$ cat src/core/mod_pins_pkg.sv
// constants for the module control and status pin block
package mod_pins_pkg;
	// ----------------------------------------------------------------
	// register word indices, taken from paddr[7:2]
	// ----------------------------------------------------------------
	localparam int AW = 8;
	localparam logic [5:0] IDX_CTRL = 6'h00;
	localparam logic [5:0] IDX_ALARM = 6'h01;
	localparam logic [5:0] IDX_STATUS = 6'h02;
	localparam logic [5:0] IDX_BER_THR = 6'h03;
	localparam logic [5:0] IDX_PRBS_ERR = 6'h04;
	localparam logic [5:0] IDX_CORR = 6'h05;
	localparam logic [5:0] IDX_UNCORR = 6'h06;
	localparam logic [5:0] IDX_CD_DGD = 6'h07;
	localparam logic [5:0] IDX_FREQ = 6'h08;
	localparam logic [5:0] IDX_PM_CNT = 6'h09;
	localparam logic [5:0] IDX_MDIO_ADDR = 6'h0A;
	localparam logic [5:0] IDX_LAST = IDX_MDIO_ADDR;
	// ----------------------------------------------------------------
	// control fields
	// ----------------------------------------------------------------
	localparam int C_TXDIS = 0;
	localparam int C_LOPWR = 1;
	localparam int C_LB_IN = 2;
	localparam int C_LB_OUT = 3;
	localparam int C_GEN = 4;
	localparam int C_CHK = 5;
	localparam int C_PSEL = 6;
	localparam int C_READY = 8;
	localparam int C_KEYTX = 9;
	localparam int C_ASEL1 = 10;
	localparam int C_ASEL2 = 12;
	localparam int C_ASEL3 = 14;
	localparam logic [31:0] CTRL_RST = 32'h0000_9200;
	// alarm sources for the programmable outputs
	localparam logic [1:0] SRC_HIPWR = 2'h0;
	localparam logic [1:0] SRC_READY = 2'h1;
	localparam logic [1:0] SRC_FAULT = 2'h2;
	localparam logic [1:0] SRC_BER = 2'h3;
	// sticky alarm bits
	localparam int A_LOS = 0;
	localparam int A_FAULT = 1;
	localparam int A_BER = 2;
	localparam int A_ILOCK = 3;
	localparam int A_KEY = 4;
	localparam int A_W = 5;
	localparam logic [A_W-1:0] A_GLOBAL = 5'h0F;
	// ----------------------------------------------------------------
	// prbs and management frame
	// ----------------------------------------------------------------
	localparam logic [1:0] PRBS7 = 2'h0;
	localparam logic [1:0] PRBS15 = 2'h1;
	localparam logic [1:0] PRBS31 = 2'h2;
	localparam int PRBS_W = 31;
	localparam logic [5:0] PRE_LEN = 6'd32;
	localparam logic [4:0] HDR_BITS = 5'd12;
	localparam logic [4:0] DATA_BITS = 5'd16;
	localparam logic [1:0] OP_ADDR = 2'b00;
	localparam logic [1:0] OP_WRITE = 2'b01;
	localparam logic [1:0] OP_RINC = 2'b10;
	localparam logic [1:0] OP_READ = 2'b11;
endpackage

$ cat src/core/mod_pins.sv
// control/status pins, management frame slave and register file
// ----------------------------------------------------------------
// Functional notes
// transmit disable pin high turns laser off
// loss-of-signal output follows receive signal loss
// low-power request high selects safe mode
// reset pin low holds module in reset
// open-drain global alarm low on any alarm; A_GLOBAL leaves the key event alarm out of it
// alarm one defaults to high-power state
// alarm two defaults to ready state
// alarm three defaults to fault state
// interlock inputs both high allow transmission
// shared sync pulse aligns monitoring intervals
// strapped port address identifies management port
// presence output tied low when inserted
// interrupt output flags key exchange events
// host drives key serial in, takes out
// prbs 7/15/31 generators and checkers, both sides
// client loopback both directions under control
// line monitors readable over management; mdio reads give only the cd half of IDX_CD_DGD, not dgd_in
// error-rate threshold output on crossing
// clause 45 management over mdc and mdio
// answer only frames addressed to strapped port
// ----------------------------------------------------------------
module mod_pins
	import mod_pins_pkg::*;
(
	input wire logic sys_clk,
	input wire logic rst,
	input wire logic [mod_pins_pkg::AW-1:0] paddr,
	input wire logic psel,
	input wire logic penable,
	input wire logic pwrite,
	input wire logic [31:0] pwdata,
	output logic [31:0] prdata,
	output logic pready,
	output logic pslverr,
	input wire logic transmit_disable_in,
	input wire logic low_power_request,
	input wire logic module_reset_n,
	input wire logic interlock_in_one,
	input wire logic prog_control_two,
	input wire logic interlock_in_three,
	input wire logic [2:0] port_addr_straps,
	input wire logic key_serial_in,
	input wire logic mdc,
	input wire logic mdio_in,
	output logic mdio_out,
	output logic mdio_oe,
	input wire logic optical_los_in,
	input wire logic fault_in,
	input wire logic [15:0] ber_in,
	input wire logic corr_err_pulse,
	input wire logic uncorr_err_pulse,
	input wire logic [15:0] cd_in,
	input wire logic [15:0] dgd_in,
	input wire logic [15:0] freq_offset_in,
	input wire logic [1:0] prbs_rx_bit,
	output logic [1:0] prbs_tx_bit,
	output logic tx_enable,
	output logic receive_signal_lost,
	output logic low_power_mode,
	output logic module_absent,
	output logic any_alarm_n_out,
	output logic any_alarm_n_oe,
	output logic prog_alarm_one,
	output logic prog_alarm_two,
	output logic prog_alarm_three,
	output logic ber_threshold,
	output logic host_int,
	output logic key_serial_out,
	output logic loopback_in_en,
	output logic loopback_out_en
);
	import mod_pins_pkg::*;

	typedef enum logic [2:0] {MS_PRE, MS_ST, MS_HDR, MS_TA, MS_DATA} mdio_st_t;

	logic [31:0] ctrl_r, ctrl_nxt;
	logic [A_W-1:0] alarm_r, alarm_nxt;
	logic [15:0] ber_thr_r, ber_thr_nxt;
	logic [15:0] corr_r, corr_nxt, uncorr_r, uncorr_nxt;
	logic [15:0] corr_snap_r, corr_snap_nxt, unc_snap_r, unc_snap_nxt;
	logic [31:0] cd_dgd_r, cd_dgd_nxt;
	logic [15:0] freq_r, freq_nxt, pm_cnt_r, pm_cnt_nxt;
	logic pm_q_r, key_q_r;
	logic [8:0] out_r, out_nxt;
	logic [31:0] prdata_r, prdata_nxt;
	logic pslverr_r, pslverr_nxt, pready_r;
	logic [15:0] prbs_err [2];
	logic hold, ilock_ok, hp, rdy, ber_hit, apb_wr, prbs_clr;
	logic [5:0] pidx;
	// management frame state
	mdio_st_t ms_r, ms_nxt;
	logic mdc_q_r;
	logic [5:0] ones_r, ones_nxt;
	logic [4:0] cnt_r, cnt_nxt;
	logic [11:0] hdr_r, hdr_nxt;
	logic [15:0] sh_r, sh_nxt, maddr_r, maddr_nxt;
	logic mout_r, mout_nxt, moe_r, moe_nxt, hit_r, hit_nxt;
	logic mwr;

	// ----------------------------------------------------------------
	// shared read decode
	// ----------------------------------------------------------------
	function automatic logic [31:0] rd_word(input logic [5:0] idx);
		case (idx)
			IDX_CTRL: rd_word = ctrl_r;
			IDX_ALARM: rd_word = {{(32-A_W){1'b0}}, alarm_r};
			IDX_STATUS: rd_word = {22'h0, port_addr_straps, prog_control_two,
				ilock_ok, low_power_request, transmit_disable_in,
				fault_in, out_r[0], out_r[2]};
			IDX_BER_THR: rd_word = {16'h0, ber_thr_r};
			IDX_PRBS_ERR: rd_word = {prbs_err[1], prbs_err[0]};
			IDX_CORR: rd_word = {16'h0, corr_snap_r};
			IDX_UNCORR: rd_word = {16'h0, unc_snap_r};
			IDX_CD_DGD: rd_word = cd_dgd_r;
			IDX_FREQ: rd_word = {16'h0, freq_r};
			IDX_PM_CNT: rd_word = {16'h0, pm_cnt_r};
			IDX_MDIO_ADDR: rd_word = {16'h0, maddr_r};
			default: rd_word = 32'h0;
		endcase
	endfunction

	function automatic logic alarm_src(input logic [1:0] sel,
		input logic [3:0] src);
		alarm_src = src[sel];
	endfunction

	// ----------------------------------------------------------------
	// pin level conditions
	// ----------------------------------------------------------------
	assign hold = !module_reset_n;
	assign ilock_ok = interlock_in_one & interlock_in_three;
	assign pidx = paddr[7:2];
	assign apb_wr = psel & penable & pwrite & !pslverr_r;
	assign prbs_clr = apb_wr & (pidx == IDX_PRBS_ERR);
	assign hp = !(low_power_request | ctrl_r[C_LOPWR] | hold);
	assign rdy = hp & ctrl_r[C_READY] & !fault_in;
	assign ber_hit = ber_in > ber_thr_r;

	// ----------------------------------------------------------------
	// management frame slave
	// ----------------------------------------------------------------
	// mdc is sampled on sys_clk, so it must be well under half its rate
	always_comb begin
		ms_nxt = ms_r;
		ones_nxt = ones_r;
		cnt_nxt = cnt_r;
		hdr_nxt = hdr_r;
		sh_nxt = sh_r;
		maddr_nxt = maddr_r;
		mout_nxt = mout_r;
		moe_nxt = moe_r;
		hit_nxt = hit_r;
		mwr = 1'b0;
		if (mdc & !mdc_q_r) begin
			case (ms_r)
				MS_PRE: begin
					if (mdio_in) begin
						if (ones_r != PRE_LEN)
							ones_nxt = ones_r + 6'd1;
					end else begin
						if (ones_r == PRE_LEN)
							ms_nxt = MS_ST;
						ones_nxt = 6'd0;
					end
				end
				MS_ST: begin
					cnt_nxt = 5'd0;
					ms_nxt = mdio_in ? MS_PRE : MS_HDR;
				end
				MS_HDR: begin
					hdr_nxt = {hdr_r[10:0], mdio_in};
					cnt_nxt = cnt_r + 5'd1;
					if (cnt_r == HDR_BITS - 5'd1) begin
						ms_nxt = MS_TA;
						cnt_nxt = 5'd0;
						// foreign frames are still tracked to keep framing
						hit_nxt = (hdr_r[8:4] ==
							{2'b00, port_addr_straps});
					end
				end
				MS_TA: begin
					cnt_nxt = cnt_r + 5'd1;
					if (cnt_r == 5'd0) begin
						if (hit_r & hdr_r[11]) begin
							moe_nxt = 1'b1;
							mout_nxt = 1'b0;
							sh_nxt = 16'(rd_word(maddr_r[5:0]));
						end
					end else begin
						ms_nxt = MS_DATA;
						cnt_nxt = 5'd0;
						if (moe_r) begin
							mout_nxt = sh_r[15];
							sh_nxt = {sh_r[14:0], 1'b0};
						end
					end
				end
				MS_DATA: begin
					cnt_nxt = cnt_r + 5'd1;
					if (moe_r) begin
						mout_nxt = sh_r[15];
						sh_nxt = {sh_r[14:0], 1'b0};
					end else begin
						sh_nxt = {sh_r[14:0], mdio_in};
					end
					if (cnt_r == DATA_BITS - 5'd1) begin
						ms_nxt = MS_PRE;
						moe_nxt = 1'b0;
						mout_nxt = 1'b0;
						if (hit_r) begin
							case (hdr_r[11:10])
								OP_ADDR: maddr_nxt = {sh_r[14:0], mdio_in};
								OP_WRITE: mwr = 1'b1;
								OP_RINC: maddr_nxt = maddr_r + 16'd1;
								default: maddr_nxt = maddr_r;
							endcase
						end
					end
				end
				default: ms_nxt = MS_PRE;
			endcase
		end
	end

	always_ff @(posedge sys_clk or posedge rst) begin
		if (rst) begin
			ms_r <= MS_PRE;
			mdc_q_r <= 1'b0;
			ones_r <= 6'd0;
			cnt_r <= 5'd0;
			hdr_r <= 12'h000;
			sh_r <= 16'h0000;
			maddr_r <= 16'h0000;
			mout_r <= 1'b0;
			moe_r <= 1'b0;
			hit_r <= 1'b0;
		end else begin
			ms_r <= ms_nxt;
			mdc_q_r <= mdc;
			ones_r <= ones_nxt;
			cnt_r <= cnt_nxt;
			hdr_r <= hdr_nxt;
			sh_r <= sh_nxt;
			maddr_r <= maddr_nxt;
			mout_r <= mout_nxt;
			moe_r <= moe_nxt;
			hit_r <= hit_nxt;
		end
	end

	// ----------------------------------------------------------------
	// prbs generators and checkers, line (0) and client (1)
	// ----------------------------------------------------------------
	function automatic logic prbs_fb(input logic [1:0] sel,
		input logic [PRBS_W-1:0] s);
		case (sel)
			PRBS7: prbs_fb = s[6] ^ s[5];
			PRBS15: prbs_fb = s[14] ^ s[13];
			default: prbs_fb = s[30] ^ s[27];
		endcase
	endfunction

	for (genvar g = 0; g < 2; g++) begin : g_prbs
		logic [PRBS_W-1:0] gen_r, gen_nxt, chk_r, chk_nxt;
		logic [15:0] err_r, err_nxt;
		logic tx_r, tx_nxt;
		always_comb begin
			gen_nxt = gen_r;
			chk_nxt = chk_r;
			err_nxt = err_r;
			tx_nxt = 1'b0;
			if (ctrl_r[C_GEN]) begin
				tx_nxt = prbs_fb(ctrl_r[C_PSEL+:2], gen_r);
				gen_nxt = {gen_r[PRBS_W-2:0], tx_nxt};
			end
			if (ctrl_r[C_CHK]) begin
				chk_nxt = {chk_r[PRBS_W-2:0], prbs_rx_bit[g]};
				if (prbs_rx_bit[g] != prbs_fb(ctrl_r[C_PSEL+:2], chk_r) &&
					err_r != 16'hFFFF)
					err_nxt = err_r + 16'd1;
			end
			if (prbs_clr | hold)
				err_nxt = 16'h0000;
		end
		always_ff @(posedge sys_clk or posedge rst) begin
			if (rst) begin
				gen_r <= {PRBS_W{1'b1}};
				chk_r <= {PRBS_W{1'b0}};
				err_r <= 16'h0000;
				tx_r <= 1'b0;
			end else begin
				gen_r <= gen_nxt;
				chk_r <= chk_nxt;
				err_r <= err_nxt;
				tx_r <= tx_nxt;
			end
		end
		assign prbs_err[g] = err_r;
		assign prbs_tx_bit[g] = tx_r;
	end

	// ----------------------------------------------------------------
	// register file, monitors and pin outputs
	// ----------------------------------------------------------------
	always_comb begin
		ctrl_nxt = ctrl_r;
		ber_thr_nxt = ber_thr_r;
		alarm_nxt = alarm_r;
		corr_nxt = corr_r + {15'h0, corr_err_pulse};
		uncorr_nxt = uncorr_r + {15'h0, uncorr_err_pulse};
		corr_snap_nxt = corr_snap_r;
		unc_snap_nxt = unc_snap_r;
		cd_dgd_nxt = cd_dgd_r;
		freq_nxt = freq_r;
		pm_cnt_nxt = pm_cnt_r;
		// sync edge closes one interval on every module at once
		if (prog_control_two & !pm_q_r) begin
			pm_cnt_nxt = pm_cnt_r + 16'd1;
			corr_snap_nxt = corr_r;
			unc_snap_nxt = uncorr_r;
			corr_nxt = {15'h0, corr_err_pulse};
			uncorr_nxt = {15'h0, uncorr_err_pulse};
			cd_dgd_nxt = {dgd_in, cd_in};
			freq_nxt = freq_offset_in;
		end
		if (mwr) begin
			if (maddr_r[5:0] == IDX_CTRL)
				ctrl_nxt[15:0] = {sh_r[14:0], mdio_in};
			if (maddr_r[5:0] == IDX_BER_THR)
				ber_thr_nxt = {sh_r[14:0], mdio_in};
		end
		if (apb_wr) begin
			case (pidx)
				IDX_CTRL: ctrl_nxt = pwdata;
				IDX_BER_THR: ber_thr_nxt = pwdata[15:0];
				IDX_ALARM: alarm_nxt = alarm_r & ~pwdata[A_W-1:0];
				default: ctrl_nxt = ctrl_nxt;
			endcase
		end
		// a new event wins over a clear in the same cycle
		alarm_nxt[A_LOS] = alarm_nxt[A_LOS] | optical_los_in;
		alarm_nxt[A_FAULT] = alarm_nxt[A_FAULT] | fault_in;
		alarm_nxt[A_BER] = alarm_nxt[A_BER] | ber_hit;
		alarm_nxt[A_ILOCK] = alarm_nxt[A_ILOCK] | !ilock_ok;
		alarm_nxt[A_KEY] = alarm_nxt[A_KEY] |
			(key_q_r & !key_serial_in);
		if (hold) begin
			ctrl_nxt = CTRL_RST;
			alarm_nxt = '0;
		end
		// [0] tx [1] any alarm [2] hipwr [3..5] alarms [6] ber [7] int [8] los
		out_nxt[0] = !(transmit_disable_in | ctrl_r[C_TXDIS] | !hp
			| !ilock_ok);
		out_nxt[1] = |(alarm_r & A_GLOBAL);
		out_nxt[2] = hp;
		out_nxt[3] = alarm_src(ctrl_r[C_ASEL1+:2],
			{ber_hit, fault_in, rdy, hp});
		out_nxt[4] = alarm_src(ctrl_r[C_ASEL2+:2],
			{ber_hit, fault_in, rdy, hp});
		out_nxt[5] = alarm_src(ctrl_r[C_ASEL3+:2],
			{ber_hit, fault_in, rdy, hp});
		out_nxt[6] = ber_hit;
		out_nxt[7] = alarm_r[A_KEY];
		out_nxt[8] = optical_los_in;
		// zero-wait slave: read data is fetched in the setup cycle
		prdata_nxt = prdata_r;
		pslverr_nxt = pslverr_r;
		if (psel & !penable) begin
			pslverr_nxt = (paddr[1:0] != 2'b00) || (pidx > IDX_LAST);
			prdata_nxt = pslverr_nxt ? 32'h0 : rd_word(pidx);
		end
	end

	always_ff @(posedge sys_clk or posedge rst) begin
		if (rst) begin
			ctrl_r <= CTRL_RST;
			alarm_r <= '0;
			ber_thr_r <= 16'hFFFF;
			corr_r <= 16'h0000;
			uncorr_r <= 16'h0000;
			corr_snap_r <= 16'h0000;
			unc_snap_r <= 16'h0000;
			cd_dgd_r <= 32'h0;
			freq_r <= 16'h0000;
			pm_cnt_r <= 16'h0000;
			pm_q_r <= 1'b1;
			key_q_r <= 1'b1;
			out_r <= 9'h000;
			prdata_r <= 32'h0;
			pslverr_r <= 1'b0;
			pready_r <= 1'b0;
		end else begin
			ctrl_r <= ctrl_nxt;
			alarm_r <= alarm_nxt;
			ber_thr_r <= ber_thr_nxt;
			corr_r <= corr_nxt;
			uncorr_r <= uncorr_nxt;
			corr_snap_r <= corr_snap_nxt;
			unc_snap_r <= unc_snap_nxt;
			cd_dgd_r <= cd_dgd_nxt;
			freq_r <= freq_nxt;
			pm_cnt_r <= pm_cnt_nxt;
			pm_q_r <= prog_control_two;
			key_q_r <= key_serial_in;
			out_r <= out_nxt;
			prdata_r <= prdata_nxt;
			pslverr_r <= pslverr_nxt;
			pready_r <= 1'b1;
		end
	end

	assign prdata = prdata_r;
	assign pready = pready_r;
	assign pslverr = pslverr_r;
	assign mdio_out = mout_r;
	assign mdio_oe = moe_r;
	assign tx_enable = out_r[0];
	assign any_alarm_n_out = 1'b0;
	assign any_alarm_n_oe = out_r[1];
	assign low_power_mode = !out_r[2];
	assign prog_alarm_one = out_r[3];
	assign prog_alarm_two = out_r[4];
	assign prog_alarm_three = out_r[5];
	assign ber_threshold = out_r[6];
	assign host_int = out_r[7];
	assign receive_signal_lost = out_r[8];
	assign module_absent = 1'b0;
	assign key_serial_out = ctrl_r[C_KEYTX];
	assign loopback_in_en = ctrl_r[C_LB_IN];
	assign loopback_out_en = ctrl_r[C_LB_OUT];
endmodule // mod_pins

$ cat config.mk
export PLATFORM = sky130hd
export DESIGN_NAME = mod_pins
export DESIGN_NICKNAME = d
export VERILOG_FILES = /design/src/core/mod_pins_pkg.sv /design/src/core/mod_pins.sv
export SDC_FILE = /design/constraint.sdc
export NUM_CORES = 1
export LEC_CHECK = 0
export ABC_AREA = 1
export BUFFER_PORTS_ARGS = -buffer_cell sky130_fd_sc_hd__buf_2
export CAP_MARGIN = 30
export CORE_MARGIN = 8
export CORE_UTILIZATION = 55
export CTS_CLUSTER_SIZE = 30
export DETAILED_ROUTE_END_ITERATION = 16
export PLACE_DENSITY = 0.85
export SETUP_SLACK_MARGIN = 0.2
export SLEW_MARGIN = 20
export SYNTH_ARGS = -nofsm -noshare
export SYNTH_HDL_FRONTEND = slang
export SYNTH_SLANG_ARGS = --single-unit
export TNS_END_PERCENT = 100
$ cat constraint.sdc
create_clock -name sys_clk -period 17.9 [get_ports sys_clk]
set_input_delay 4.475 -clock sys_clk [delete_from_list [all_inputs] [get_ports sys_clk]]
set_output_delay 4.475 -clock sys_clk [all_outputs]
set_load 0.005 [all_outputs]
==> flow_summary.toml <==
[die]
ios = 179
fp.dieH_um = 222
die_area_mm2 = 0.0491
start_util_pct = 55.6
num_rows = 75
core_mm2 = 0.0419
die_w_um = 222

[logic_synthesis]
ys_types = 47
async_reset_ff_share_pct = 100
synth_area_leaders = "dfrtp_1 39%, nand2_1 17%, dfstp_2 9.4%, o21ai_0 5.4%, nor2_1 4.7%"
syn_area_per_cell_um2 = 7.50
synthFlopType = "dfrtp_1"
synthCells = 3103
synth_edf_count = 0
yosysWarnings = 0
synth_top_cell_by_area = "dfrtp_1"
ys_ff_latch = 446
synth_area_mm2 = 0.0233
yosysSeqAreaShare_pct = 48.4
synth_top_cell_area_share_pct = 39.1

[clock_tree]
clock-sinks = 446
clock_latency_ns = 0.60
cts_tree = "done"
numCtsBuffers = 47
hold_buffers = 0
post_cts_buffers = 0
cts_resized = 0
htree_levels = 2
clk_pin_slew_ns = 0.06
ctsLongestPathBuffers = 3
cts_root_buffer = "clkbuf_16"

[power]
ir_drop_uv = 70.1
p_leak_nw = 12.8
pwr_density_cell_mw_per_mm2 = 94.9

[sta]
worstMarginPinSlew_ns = 0.921
tns_ns = 0
slew_headroom_pct = 38.4
hold_viol = 0
period_minus_slack_ns = 6.72
setup_viol = 0
fin_ws_ns = 11.18
clock_skew_ns = 0.0290
slew_viol_final = 0
period_share_pct = 37.5
fmax_mhz = 149
rsz0062_at_grt = "false"

[placed_design]
dp_slack_ns = 10.68
gp_congestion = 1.02
io_buffers = 176
dp_hpwl_mm = 53.0

[route]
drc = 0
ant_nets = 0
firstDrtPassIters = 8
vias_per_cell = 5.73
wirelength_mm = 73.2
dr_total_vias = 21800
wl_per_cell_um = 19.2
drtIter0Drc = 3001

[global_routing]
grt_max_degree = 132
grt_pass1_vias = 20900
grt_pass1_wl_mm = 114
antenna_found_initial = 5
grt-ovfl-total = 0
grtUsageTotal_pct = 29.0

[critical_path]
cp_data_arrival_time_ns = 7.17
cp_max_fo = 33
critPathKind = "primary input to register"
crit_required_ns = 18.36
cp-start-kind = "primary input"
cp-end-kind = "register"

[cells_and_area]
drive_gt1_share_pct = 13.0
area_delta_synth_final_pct = 12.4
nNetsFinal = 3389

[job]
maxCapViolCount = 0

[run_status]
status = "finished clean"

[min_path]
hold_path.class = "register to register"
-- cells by family after synthesis --
family / Yosys count / share of synthesized area, %
DFF: 446 / 48.4
and+or+nand+nor: 1723 / 30.7
AOI/OAI and AO/OA: 432 / 10.2
buffers and inverters: 416 / 6.96
adders and majority gates: 32 / 1.72
xor gates and xnor gates: 52 / 1.96
other: 2 / 0.0323
-- metrics by stage --
step | cell area, µm² | power, mW | cells | hold WS (ns) | util (%)
floorplan | 23300 | 1.37 | 3104 | 0.395 | -
global placement | 24400 | 1.47 | 3712 | 0.450 | 58.4
detailed placement | 24500 | 1.48 | 3714 | 0.453 | 58.5
CTS | 26000 | 2.49 | 3801 | 0.463 | 62.2
global route | 26100 | 2.58 | 3810 | 0.473 | 62.5
finish | 26200 | 2.48 | 3812 | 0.461 | 62.5
-- metal layers --
| layer | vias up | share of wire, % | global-route usage (%) |
|---|---|---|---|
| met5 | - | 0.022 | 0 |
| met3 | 232 | 11 | 6.64 |
| met2 | 1165 | 44 | 44.4 |
| met4 | 2 | 5.0 | 13.7 |
| li1 | 10200 | - | - |
| met1 | 10300 | 40 | 38.9 |
-- registers in the layout, summed over array words and instances (netlist names), 32 cells and up --
register and cells:
g_prbs.chk_r 62, cd_dgd_r 32, ctrl_r 32, prdata 32
g_prbs.err_r 32, g_prbs.gen_r 62
-- synth_stat cells, types with 2 or more instances --
master       n
a211oi_1     3
o21ai_1     21
nor3b_1      4
nor3_1      48
dfrtp_1    363
nor2_4       7
ha_1        32
clkinv_1     2
a21oi_1     87
nand3_2      2
buf_4        6
clkbuf_1    91
conb_1       2
nor2_1     291
o21ai_0    249
o221ai_1     5
nand2_1   1082
a22oi_1     15
buf_2       22
a22o_1       4
inv_1      279
o22ai_1     11
nand3b_1     6
nand2_2     13
xor2_1      45
inv_2       11
dfstp_2     83
nor4_1       7
o31ai_1      2
nand4_1     80
a21oi_2     10
nor2_2      11
a21o_1       2
xnor2_1      7
buf_1        4
nand3_1    169
o211ai_1    17
-- report_power, final --
group          total, mW  internal, mW  leakage [nW]  switching, mW
registers           1.16          1.08          5.64         0.0811
clock network       1.00         0.585         0.776          0.418
logic              0.314        0.0974          6.41          0.217
total               2.48          1.77          12.8          0.716
-- final timing paths --
path / from / endpoint / slack (ns) / cells after the start
worst max-delay path: paddr[3] / ctrl_r[18] / 11.18 / 9
worst min-delay path: g_prbs[1].gen_r[17] / g_prbs[1].gen_r[17] / 0.46 / 2
worst max register to register: maddr_r[4] / ber_thr_r[1] / 14.85 / 6
worst min register to register: g_prbs[1].gen_r[17] / g_prbs[1].gen_r[17] / 0.46 / 2
max in group asynchronous: rst / g_prbs[1].tx_r / 12.32 / 4
min in group asynchronous: rst / ones_r[2] / 3.85 / 2
-- worst max-delay path, cell delays in order --
cell     delay [ns]
buf_2          0.12
nor2_1         0.28
inv_1          0.14
nor2_4         0.48
nand2_1        0.42
inv_2          0.64
nor2_4         0.13
inv_1          0.32
o21ai_0        0.15
-- cell type report --
| class | instances | area [µm²] |
|---|---|---|
| clock inverters | 15 | 181 |
| clock buffers | 72 | 1400 |
| diodes | 5 | 12.5 |
| fillers | 3634 | 15700 |
| multi-input cells | 2242 | 10400 |
| flip-flops and latches | 446 | 11300 |
| inverters | 292 | 1100 |
| well taps | 539 | 674 |
| repair buffers | 201 | 1120 |
-- cell usage in the layout (no fill, tap or decap), drive strengths merged, types with 32 or more instances in the layout --
cell	Yosys	layout
dfstp	83	83
nor2	309	309
nand4	80	80
dfrtp	363	363
a21oi	98	98
nor3	49	49
xor2	45	45
nand2	1095	1095
ha	32	32
nand3	172	172
o21ai	271	271
inv	290	294
clkbuf	91	72
buf	33	200
(Power assumes the default switching activity.)
